**src/dbgctl_consts.vh**
```
// constants for the debug control register: offsets, field positions, reset values
// assumes inclusion by bare name from the design files
`ifndef DBGCTL_CONSTS_VH
`define DBGCTL_CONSTS_VH

// ***************
// register map
// ***************
`define DBGCTL_SEG_AW            16
`define DBGCTL_DEBUG_CONTROL_OFS 16'h0000

// ***************
// field positions
// ***************
`define DBGCTL_KERNEL_ENDIAN_BIT  29
`define DBGCTL_DATA_BRK_BIT       17
`define DBGCTL_INSTR_BRK_BIT      16
`define DBGCTL_INV_MATCH_BIT      15
`define DBGCTL_VAL_STORE_BIT      14
`define DBGCTL_CPLX_TRIG_BIT      10
`define DBGCTL_PCS_PRESENT_BIT    9
`define DBGCTL_RATE_HI            8
`define DBGCTL_RATE_LO            6
`define DBGCTL_PCS_ENABLE_BIT     5
`define DBGCTL_INT_EN_BIT         4
`define DBGCTL_NMI_EN_BIT         3
`define DBGCTL_NMI_PEND_BIT       2
`define DBGCTL_SRST_EN_BIT        1
`define DBGCTL_PROBE_MIRROR_BIT   0

// ***************
// reset values
// ***************
`define DBGCTL_RATE_RST      3'h7
`define DBGCTL_INT_EN_RST    1'h1
`define DBGCTL_NMI_EN_RST    1'h1
`define DBGCTL_SRST_EN_RST   1'h1
`define DBGCTL_PCS_EN_RST    1'h0
`define DBGCTL_NMI_PEND_RST  1'h0

// ***************
// timing
// ***************
`define DBGCTL_RATE_BASE_EXP 5
`define DBGCTL_SAMPLE_CNT_W  12

`endif

```
**src/dbgctl_sync.v**
```verilog
// two-flop synchroniser for one level from outside the clock domain
// assumes a free-running clk_in and a clock enable shared with the parent
`timescale 1ns/1ns
module dbgctl_sync (
   // clock and reset
   input  wire clk_in,
   input  wire rst_in,
   input  wire ce_in,
   // data
   input  wire d_in,
   output reg  q_out
);
   reg meta;

   always @(posedge clk_in or posedge rst_in) begin
      if (rst_in) begin
         meta  <= 1'b0;
         q_out <= 1'b0;
      end else if (ce_in) begin
         meta  <= d_in;
         q_out <= meta;
      end
   end
endmodule

```
**src/dbgctl_sampler.v**
```verilog
// pc sample tick generator: pulses once every 2^(rate+5) clock cycles
// assumes rate and enable come from the register bank on the same clock
`timescale 1ns/1ns
`include "dbgctl_consts.vh"
module dbgctl_sampler (
   // clock and reset
   input  wire       clk_in,
   input  wire       rst_in,
   input  wire       ce_in,
   // control
   input  wire       enable_in,
   input  wire [2:0] rate_in,
   // tick
   output reg        tick_out
);
   reg  [`DBGCTL_SAMPLE_CNT_W-1:0] count;
   wire [`DBGCTL_SAMPLE_CNT_W-1:0] last;
   wire [3:0]                      exp_sel;

   // rate 0..7 selects 32..4096
   assign exp_sel = {1'b0, rate_in} + 4'h5; // RULE14
   assign last    = (12'h001 << exp_sel) - 12'h001;

   always @(posedge clk_in or posedge rst_in) begin
      if (rst_in) begin
         count    <= 12'h000;
         tick_out <= 1'b0;
      end else if (ce_in) begin
         if (!enable_in) begin
            count    <= 12'h000;
            tick_out <= 1'b0;
         end else if (count >= last) begin
            // >= so a rate lowered mid-interval restarts at once
            count    <= 12'h000;
            tick_out <= 1'b1;
         end else begin
            count    <= count + 12'h001;
            tick_out <= 1'b0;
         end
      end
   end
endmodule

```
**src/dbgctl_top.v**
```verilog
// debug control register of the on-chip debug unit, with interrupt gating
// assumes a single-cycle segment access port on the core clock; pins are async
// What this block does
// RULE1: register always present at segment offset zero
// RULE2: bit 4 clear blocks normal-mode interrupts
// RULE3: bit 3 clear blocks normal-mode nmi
// RULE4: bit 2 reads nmi pending, resets zero
// RULE5: bit 1 drives soft reset enable pin
// RULE6: all reset sources treated the same
// RULE7: system gates only fully maskable soft resets
// RULE8: bit 0 mirrors probe enable bit
// RULE9: any cpu reset loads reset values
// RULE10: bit 29 reports configured kernel endianness
// RULE11: bits 17,16 report breakpoint presence
// RULE12: bits 15,14,10 read zero
// RULE13: bit 9 reads one for sampling
// RULE14: rate field 8:6 resets seven
// RULE15: bit 5 sampling enable, resets zero
// RULE16: read-only and reserved ignore writes, read zero
`timescale 1ns/1ns
`include "dbgctl_consts.vh"
module dbgctl_top #(
   parameter KERNEL_BIG_ENDIAN = 1'b0,
   parameter DATA_BRK_PRESENT  = 1'b1,
   parameter INSTR_BRK_PRESENT = 1'b1
) (
   // clock and reset
   input  wire                       clk_in,
   input  wire                       rst_in,
   input  wire                       ce_in,
   // segment access port
   input  wire                       sel_in,
   input  wire                       wr_in,
   input  wire [`DBGCTL_SEG_AW-1:0]  addr_in,
   input  wire [31:0]                wdata_in,
   input  wire [3:0]                 be_in,
   output reg  [31:0]                rdata_out,
   output reg                        ack_out,
   // core state
   input  wire                       debug_mode_in,
   input  wire                       int_req_in,
   input  wire                       nmi_pending_in,
   input  wire                       probe_enable_in,
   input  wire                       pcs_enable_in,
   // gated results
   output reg                        int_req_out,
   output reg                        nmi_req_out,
   output reg                        pc_sample_tick_out,
   output reg                        soft_reset_enable_out
);
   // ***************
   // state
   // ***************
   reg  [2:0] pc_sample_rate;
   reg        normal_mode_int_enable;
   reg        normal_mode_nmi_enable;
   reg        soft_reset_mask_enable;
   reg        pc_sampling_enable;
   reg        nmi_pending;
   reg        int_req_q;
   wire       nmi_pend_sync;
   wire       probe_sync;
   wire       pcs_en_sync;
   wire       sample_tick;
   wire       hit;
   wire       wr_lo;
   wire       wr_hi;
   reg  [31:0] next_rdata;

   function is_reg;
      input [`DBGCTL_SEG_AW-1:0] a;
      begin
         is_reg = (a[`DBGCTL_SEG_AW-1:2] == `DBGCTL_DEBUG_CONTROL_OFS >> 2);
      end
   endfunction

   // ***************
   // pin synchronisers
   // ***************
   dbgctl_sync u_sync_nmi (
      .clk_in (clk_in),
      .rst_in (rst_in),
      .ce_in  (ce_in),
      .d_in   (nmi_pending_in),
      .q_out  (nmi_pend_sync)
   );

   dbgctl_sync u_sync_probe (
      .clk_in (clk_in),
      .rst_in (rst_in),
      .ce_in  (ce_in),
      .d_in   (probe_enable_in),
      .q_out  (probe_sync)
   );

   dbgctl_sync u_sync_pcs (
      .clk_in (clk_in),
      .rst_in (rst_in),
      .ce_in  (ce_in),
      .d_in   (pcs_enable_in),
      .q_out  (pcs_en_sync)
   );

   dbgctl_sampler u_sampler (
      .clk_in    (clk_in),
      .rst_in    (rst_in),
      .ce_in     (ce_in),
      .enable_in (pc_sampling_enable),
      .rate_in   (pc_sample_rate),
      .tick_out  (sample_tick)
   );

   // ***************
   // decode
   // ***************
   assign hit   = sel_in && is_reg(addr_in); // RULE1
   // only lane 0 and lane 1 hold writable bits
   assign wr_lo = hit && wr_in && be_in[0];
   assign wr_hi = hit && wr_in && be_in[1];

   // ***************
   // writable fields
   // ***************
   // one reset input for every source: no soft/hard distinction inside
   always @(posedge clk_in or posedge rst_in) begin
      if (rst_in) begin // RULE6 RULE9
         pc_sample_rate         <= `DBGCTL_RATE_RST; // RULE14
         normal_mode_int_enable <= `DBGCTL_INT_EN_RST;
         normal_mode_nmi_enable <= `DBGCTL_NMI_EN_RST;
         soft_reset_mask_enable <= `DBGCTL_SRST_EN_RST;
         pc_sampling_enable     <= `DBGCTL_PCS_EN_RST; // RULE15
         nmi_pending            <= `DBGCTL_NMI_PEND_RST; // RULE4
      end else if (ce_in) begin
         if (wr_lo) begin
            pc_sample_rate[1:0]    <= wdata_in[7:6]; // RULE14
            normal_mode_int_enable <= wdata_in[`DBGCTL_INT_EN_BIT]; // RULE2
            normal_mode_nmi_enable <= wdata_in[`DBGCTL_NMI_EN_BIT]; // RULE3
            soft_reset_mask_enable <= wdata_in[`DBGCTL_SRST_EN_BIT]; // RULE5
         end
         if (wr_hi) begin
            pc_sample_rate[2]      <= wdata_in[`DBGCTL_RATE_HI]; // RULE14
         end
         // sampling enable is read-only here, set by the probe side
         pc_sampling_enable <= pcs_en_sync; // RULE15
         nmi_pending        <= nmi_pend_sync; // RULE4
      end
   end

   // ***************
   // read data
   // ***************
   always @* begin
      next_rdata = 32'h00000000; // RULE12 RULE16
      next_rdata[`DBGCTL_KERNEL_ENDIAN_BIT] = KERNEL_BIG_ENDIAN[0]; // RULE10
      next_rdata[`DBGCTL_DATA_BRK_BIT]      = DATA_BRK_PRESENT[0]; // RULE11
      next_rdata[`DBGCTL_INSTR_BRK_BIT]     = INSTR_BRK_PRESENT[0]; // RULE11
      next_rdata[`DBGCTL_PCS_PRESENT_BIT]   = 1'b1; // RULE13
      next_rdata[`DBGCTL_RATE_HI:`DBGCTL_RATE_LO] = pc_sample_rate;
      next_rdata[`DBGCTL_PCS_ENABLE_BIT]    = pc_sampling_enable;
      next_rdata[`DBGCTL_INT_EN_BIT]        = normal_mode_int_enable;
      next_rdata[`DBGCTL_NMI_EN_BIT]        = normal_mode_nmi_enable;
      next_rdata[`DBGCTL_NMI_PEND_BIT]      = nmi_pending; // RULE4
      next_rdata[`DBGCTL_SRST_EN_BIT]       = soft_reset_mask_enable;
      next_rdata[`DBGCTL_PROBE_MIRROR_BIT]  = probe_sync; // RULE8
   end

   always @(posedge clk_in or posedge rst_in) begin
      if (rst_in) begin
         rdata_out <= 32'h00000000;
         ack_out   <= 1'b0;
      end else if (ce_in) begin
         // unmapped addresses ack with zero data so the master never hangs
         ack_out   <= sel_in;
         rdata_out <= (sel_in && !wr_in && hit) ? next_rdata : 32'h00000000;
      end
   end

   // ***************
   // gating outputs
   // ***************
   always @(posedge clk_in or posedge rst_in) begin
      if (rst_in) begin
         int_req_q             <= 1'b0;
         int_req_out           <= 1'b0;
         nmi_req_out           <= 1'b0;
         pc_sample_tick_out    <= 1'b0;
         soft_reset_enable_out <= 1'b1;
      end else if (ce_in) begin
         int_req_q   <= int_req_in;
         // gating applies only outside debug mode
         int_req_out <= int_req_q && (debug_mode_in || normal_mode_int_enable); // RULE2
         nmi_req_out <= nmi_pending && (debug_mode_in || normal_mode_nmi_enable); // RULE3
         pc_sample_tick_out    <= sample_tick;
         // pin only; no reset is masked inside the block
         soft_reset_enable_out <= soft_reset_mask_enable; // RULE5
      end
   end
endmodule

```
**config.mk**
```make
export PLATFORM = sky130hd
export DESIGN_NAME = dbgctl_top
export DESIGN_NICKNAME = d
export VERILOG_FILES = /design/src/dbgctl_sync.v /design/src/dbgctl_sampler.v /design/src/dbgctl_top.v
export VERILOG_INCLUDE_DIRS = /design/src
export SDC_FILE = /design/constraint.sdc
export NUM_CORES = 1
export LEC_CHECK = 0
export ABC_AREA = 0
export BUFFER_PORTS_ARGS = -buffer_cell sky130_fd_sc_hd__buf_2
export CAP_MARGIN = 20
export CORE_MARGIN = 3
export CORE_UTILIZATION = 49
export DETAILED_ROUTE_END_ITERATION = 10
export PLACE_DENSITY_LB_ADDON = 0.25
export SYNTH_ARGS = -nofsm -noshare
export SYNTH_HDL_FRONTEND = slang
export SYNTH_HIERARCHICAL = 1
export SYNTH_SLANG_ARGS = --single-unit
```
**constraint.sdc**
```tcl
create_clock -name clk_in -period 3.2 [get_ports clk_in]
set_clock_uncertainty 0.15 [all_clocks]
set_input_delay 0.48 -clock clk_in [delete_from_list [all_inputs] [get_ports clk_in]]
set_output_delay 0.48 -clock clk_in [all_outputs]
set_load 0.01 [all_outputs]
```
==> run summary, run 1 <==
Max transition margin - 39.7%
Row Count - 25
GRT Total Usage - 17.2%
top flop regs - u_sampler/count x12, rdata_out x10, pc_sample_rate x3
RR Startpoint - pc_sample_rate[2]
Num CTS Buffers - 5
outcome - finished, final reports clean
largest net degree at the start of global routing - 25
post-route ant nets - 0
flops & latches, synth - 43
compound-cell area share of the yosys netlist - 15.1%
Clock Sink Count - 43
Pins Over Slew Limit - 0
vias in the first global route - 1781
ANT cells - 0
CTS tree - yes
Fin. Hold Viols - 0
CP startpoint - pc_sample_rate[2]
synth warn - 6
Worst EP required - 3.23 ns
sequential element share of the synthesized area - 42.9%
routability cong. - 0.794
Syn-to-layout area delta - 13.7%
Netlist cell types - 46
Top reg by flops - u_sampler/count
unrepaired setup endpoints after global routing - false
H-tree Lvls - 2
hold buffer count at CTS - 1
Final Cycle Share - 87.7%
final WL - 4960 um
Simple-Gate Fraction of Synth Area - 14.5%
min Tclk post-route - 2.81 ns
max_cap viols - 0
die area - 0.00606 mm^2
FMAX - 356 MHz
ranking of synthesized cells by area - dfrtp_1 (36%), dfstp_2 (7.3%), ha_1 (6.9%)
postcts setup bufs - 0
Worst-Margin Slew - 0.903 ns
via count - 1850
grt total ovfl - 0
Filler Cell Count - 405
Startpoint Class - flop
core area - 0.00485 mm^2
post-DP HPWL - 3820 um
xor/xnor cell area share of the yosys netlist - 0.346%
Initial DRC Count - 67
Final setup viols - 0
First-pass DRT Iterations - 4
Yosys top cell by area - dfrtp_1
Syn Inst Count - 221
Setup TNS Final - 0 ns
die width - 77.9 um
HP Class - input port to flop
mux share of post-synthesis cell area - 9.99%
WHS - 0.257 ns
Final Core Density - 59.4%
largest family of logic cells by synthesized area - compound AO/OA/AOI/OAI gates
max reg flops - 12
net count of the finished layout - 350
Routed WL per cell - 14.5 um
HP Start - probe_enable_in
PwrDens - 426 mW/mm^2
Critical Setup Path Class - flop to flop
first-pass GRT wire length - 8360 um
Clock Root Buffer - clkbuf_8
initial antenna violation count - 0
clk buf depth - 2
arrival time worst endpoint - 2.84 ns
Peak supply drop - 0.000314 V
Synth top area share - 35.6%
Mean Syn Cell Area - 11.4 um^2
share of cells above drive strength 1 - 33.8%
CP max FO - 9
# port buffers - 48
initial core utilization - 52.2%
Mapped Area - 0.00253 mm^2
Skew-Pair Late Insertion Delay - 0.30 ns
die height - 77.9 um
CP Capture Type - flop
DR DRC count - 0
IO Pins - 99
clk slew on worst S/H paths - 0.09 ns
Via density - 5.41
Static Leak - 1.44 nW
post-synthesis adder-cell area fraction - 6.92%
post-cts sizing count - 0
## kinds of logic after synthesis
family | count (synthesis)
buffers and inverters | 40
multiplexers | 21
flip-flops | 43
AND/OR/NAND/NOR | 50
adder cells (fa/ha/maj) | 14
XOR/XNOR | 1
other | 3
AO/OA/AOI/OAI | 49
## path summary, 6_finish.rpt
kind | endpoint | slack [ns] | cells after the start
min in group asynchronous | u_sync_probe/meta | 0.45 | 3
worst min register to register | rdata_out[0] | 0.36 | 1
worst max-delay path | u_sampler/count[9] | 0.39 | 8
worst min-delay path | u_sync_probe/meta | 0.26 | 2
worst max register to register | u_sampler/count[9] | 0.39 | 8
max in group asynchronous | rdata_out[6] | 1.54 | 3
## cells in the mapped netlist (all sizes together)
library cell	n
o211ai	2
nand3	12
o21ai	5
clkinv	2
inv	12
a32o	1
a21o	1
a21boi	1
a211oi	1
nor2b	3
a211o	1
clkbuf	2
mux2i	2
and3	3
nor4b	1
a41o	1
dfstp	7
nand2b	1
o32ai	1
nand4	3
o31a	1
nor4	5
a21oi	7
buf	24
ha	14
mux2	19
and4	2
nor2	10
o2bb2ai	2
nand2	3
nor3	6
a22o	17
and4bb	1
dfrtp	36
conb	3
o41ai	7
o31ai	1
xnor2	1
## area by class of cell
class                      count  area (um^2)  share of cell area, %
clock buffer                   5         68.8                   2.39
timing repair buffer          51          265                   9.22
tap                           67         83.8                   2.91
sequential                    43         1080                   37.7
multi-input combinational    159         1280                   44.3
clock inverter                 3         46.3                   1.61
inverter                      14         52.6                   1.83
## cell usage in the layout (no fill, tap or decap), drive strengths merged, types with 3 or more instances in the layout
master  netlist  layout
ha           14      14
conb          3      24
inv          12      13
nor2b         3       3
nor3          6       6
nand3        12      12
buf          24      50
nor2         10      10
and3          3       3
a22o         17      17
dfrtp        36      36
nand4         3       3
clkbuf        2       5
dfstp         7       7
o21ai         5       5
nand2         3       3
o41ai         7       7
mux2         19      19
nor4          5       5
a21oi         7       7
## per-layer routing
metal	wire length, um	share of wire (%)	GRT usage [%]
met1	2140	43	22.3
met2	2470	50	28.8
met3	274	5.5	2.90
met4	71	1.4	6.23
met5	0	0	0
## stage by stage
| stage | setup slack [ns] | area, um^2 | std cells | power [W] |
|---|---|---|---|---|
| floorplan | 0.787 | 2610 | 242 | 0.000762 |
| global placement | 0.449 | 2750 | 333 | 0.000798 |
| detailed placement | 0.429 | 2750 | 333 | 0.000802 |
| CTS | 0.399 | 2880 | 342 | 0.00123 |
| global route | 0.232 | 2880 | 342 | 0.00129 |
| finish | 0.392 | 2880 | 342 | 0.00123 |
## report_power, final
group          switching, W  internal [W]  total, W
Combinational      0.000109     0.0000816  0.000191
Clock              0.000197      0.000235  0.000432
Sequential        0.0000283      0.000575  0.000603
Total              0.000334      0.000892   0.00123
## critical path, cell delays in order, from the launching register on
cell      delay, ns
dfstp_2        0.62
o21ai_0        0.14
nand2b_1       0.17
ha_1           0.34
and4_4         0.25
nor4b_4        0.21
o31a_1         0.44
o41ai_1        0.14
a22o_1         0.25
Power figures use the tool's default switching activity.
==> run 2: changes to the inputs <==
--- a/config.mk
+++ b/config.mk
@@ -7,11 +7,13 @@
 export NUM_CORES = 1
 export LEC_CHECK = 0
 export ABC_AREA = 0
-export BUFFER_PORTS_ARGS = -buffer_cell sky130_fd_sc_hd__buf_2
+export BUFFER_PORTS_ARGS = -buffer_cell sky130_fd_sc_hd__buf_4
 export CAP_MARGIN = 20
 export CORE_MARGIN = 3
 export CORE_UTILIZATION = 49
+export CTS_CLUSTER_DIAMETER = 200
 export DETAILED_ROUTE_END_ITERATION = 10
+export HOLD_SLACK_MARGIN = 0.08
 export PLACE_DENSITY_LB_ADDON = 0.25
 export SYNTH_ARGS = -nofsm -noshare
 export SYNTH_HDL_FRONTEND = slang
==> run 2 against run 1 <==
Design area rose by 4.1%. Routed wire length rose by 0.81%. Cell count fell by 0.29%. Core utilization rose by 2.5 points. Count of clock-buffer cells in the layout rose by 1. Critical path type unchanged. Critical endpoint unchanged. Largest power group unchanged.
==> run summary, run 2 (synthesis gave the netlist of run 1 again) <==
outcome - finished, final reports clean
WP buf/inv - 0 (unchanged)
Top reg by flops - u_sampler/count
Worst-Margin Slew - 0.893 ns (-0.0101 ns)
stages on the worst setup path - 8 (unchanged)
Worst EP required - 3.23 ns (about the same)
post-route ant nets - 0 (unchanged)
# port buffers - 48 (unchanged)
CP max FO - 9 (unchanged)
footprint of the multi-input gates - 0.00128 mm^2 (unchanged)
R2R Setup Slk - 0.41 ns (about the same)
First-pass DRT Iterations - 4 (unchanged)
vias in the first global route - 1768 (-0.73%)
Sequential cell area - 0.00108 mm^2 (unchanged)
max reg flops - 12 (unchanged)
CTS tree - yes
Logic pwr share - 16.5% (+0.9 points)
Static Leak - 1.47 nW (+2.0%)
share of cells above drive strength 1 - 33.6% (-0.24 points)
clk slew on worst S/H paths - 0.08 ns (about the same)
Max transition margin - 40.4% (+0.67 points)
via count - 1840 (-0.54%)
final WL - 5000 um (+0.81%)
DR DRC count - 0 (unchanged)
sw frac - 26.0% (-1.3 points)
Seq pwr share - 48.1% (-1.1 points)
Row Count - 25 (unchanged)
Largest stage delay, worst path - 0.62 ns (about the same)
reg-to-reg endpoint - u_sampler/count[9]
clock share of power - 35.4% (+0.2 points)
grt total ovfl - 0 (unchanged)
Num CTS Buffers - 5 (unchanged)
Syn-to-layout area delta - 18.4%
Crit path max-delay family - compound AO/OA/AOI/OAI gates
initial antenna violation count - 0 (unchanged)
cell-internal power - 0.000927 W (+4.0%)
hold path depth - 2 (unchanged)
Routed WL per cell - 14.7 um (+1.1%)
ANT cells - 0 (unchanged)
Filler Cell Count - 413 (+2.0%)
Skew-Pair Late Insertion Delay - 0.29 ns (about the same)
Final Cycle Share - 87.3% (-0.45 points)
FF-to-FF path depth - 8 (unchanged)
Setup TNS Final - 0 ns (unchanged)
CP Capture Type - flop
Peak supply drop - 0.000390 V (+24%)
initial core utilization - 52.2% (unchanged)
Initial DRC Count - 62 (-7.5%)
Final setup viols - 0 (unchanged)
core area - 0.00485 mm^2 (unchanged)
Worst Setup EP - u_sampler/count[9]
CP Cell Sequence - o21ai_0 > nand2b_1 > ha_1 > and4_4 > nor4b_4 > o31a_1 > o41ai_1 > a22o_1
Switch Pwr - 0.000325 W (-2.6%)
Finished Layout Cells - 341 (-0.29%)
die height - 77.9 um (unchanged)
placed cell count - 332 (-0.30%)
largest net degree at the start of global routing - 31 (+24%)
min Tclk post-route - 2.79 ns (-0.0143 ns)
clk buf depth - 2 (unchanged)
Critical Setup Path Class - flop to flop
top flop regs - u_sampler/count x12, rdata_out x10, pc_sample_rate x3
FMAX - 358 MHz (+0.51%)
Fin. Hold Viols - 0 (unchanged)
postcts setup bufs - 0 (unchanged)
routability cong. - 0.791 (-0.40%)
post-DP HPWL - 3930 um (+2.9%)
HP Class - input port to flop
die area - 0.00606 mm^2 (unchanged)
GRT Total Usage - 17.3% (+0.066 points)
Clock Root Buffer - clkbuf_8
unrepaired setup endpoints after global routing - false
Startpoint Class - flop
Clock Sink Count - 43 (unchanged)
commonest non-fill, non-tap cell in the layout - buf_4
H-tree Lvls - 2 (unchanged)
Worst path slowest cell - dfstp_2
PwrDens - 418 mW/mm^2 (-1.9%)
max_cap viols - 0 (unchanged)
CP startpoint - pc_sample_rate[1]
die width - 77.9 um (unchanged)
RR Startpoint - pc_sample_rate[1]
arrival time worst endpoint - 2.83 ns (about the same)
IO Pins - 99 (unchanged)
most frequent cells in the layout - buf_4 (49), dfrtp_1 (36), conb_1 (24)
Final Core Density - 61.8% (+2.5 points)
Pins Over Slew Limit - 0 (unchanged)
first-pass GRT wire length - 8290 um (-0.91%)
net count of the finished layout - 349 (-0.29%)
post-cts sizing count - 0 (unchanged)
hold buffer count at CTS - 1 (unchanged)
Via density - 5.40 (-0.25%)
==> run 2: cell count changes in the layout (fill, tap and decap cells not counted) <==
cell | previous run | this run
clkinvlp_4 | 1 | 0
clkbuf_8 | 5 | 6
buf_4 | 2 | 49
buf_2 | 48 | 0
==> run 2: worst min-delay path by stage <==
stage	slack [ns]	end	startpoint
after floorplan	0.07	u_sync_nmi/meta	rst_in
after global placement	0.22	u_sync_probe/meta	rst_in
after detailed placement	0.22	u_sync_probe/meta	rst_in
after CTS	0.24	pc_sample_rate[2]	wdata_in[8]
after global routing	0.23	pc_sample_rate[2]	wdata_in[8]
final	0.25	pc_sample_rate[2]	wdata_in[8]
==> run 2: stage by stage <==
stage | setup slack [ns] | power [W] | hold slack, ns | cell area [um^2]
floorplan | 0.787 | 0.000762 | 0.0712 | 2610
global placement | 0.447 | 0.000811 | 0.221 | 2870
detailed placement | 0.442 | 0.000817 | 0.222 | 2870
CTS | 0.402 | 0.00127 | 0.239 | 3000
global route | 0.203 | 0.00132 | 0.232 | 3000
finish | 0.406 | 0.00125 | 0.249 | 3000
==> run 2: cell type report <==
cell class | instances | share of cell area [%]
multi-input cells | 159 | 42.6
flip-flops and latches | 43 | 36.2
well taps | 67 | 2.80
repair buffers | 50 | 12.6
inverters | 14 | 1.75
clock buffers | 6 | 2.76
clock inverters | 2 | 1.29
==> run 2: power by group through the flow <==
| stage | clock network (W) | registers, W | logic (W) |
|---|---|---|---|
| after floorplan | 0 | 0.000608 | 0.000153 |
| after global placement | 0 | 0.000612 | 0.000199 |
| after detailed placement | 0 | 0.000614 | 0.000204 |
| after CTS | 0.000457 | 0.000603 | 0.000206 |
| after global routing | 0.000477 | 0.000608 | 0.000234 |
| final | 0.000444 | 0.000603 | 0.000206 |
==> run 2: layer usage <==
| metal | wire length (um) | global-route usage [%] | vias up | share of wire [%] |
|---|---|---|---|---|
| li1 | - | - | 887 | - |
| met1 | 2060 | 21.2 | 879 | 41 |
| met2 | 2580 | 29.1 | 65 | 52 |
| met3 | 270 | 4.06 | 9 | 5.4 |
| met4 | 90 | 6.76 | 0 | 1.8 |
| met5 | 0 | 0 | - | 0 |
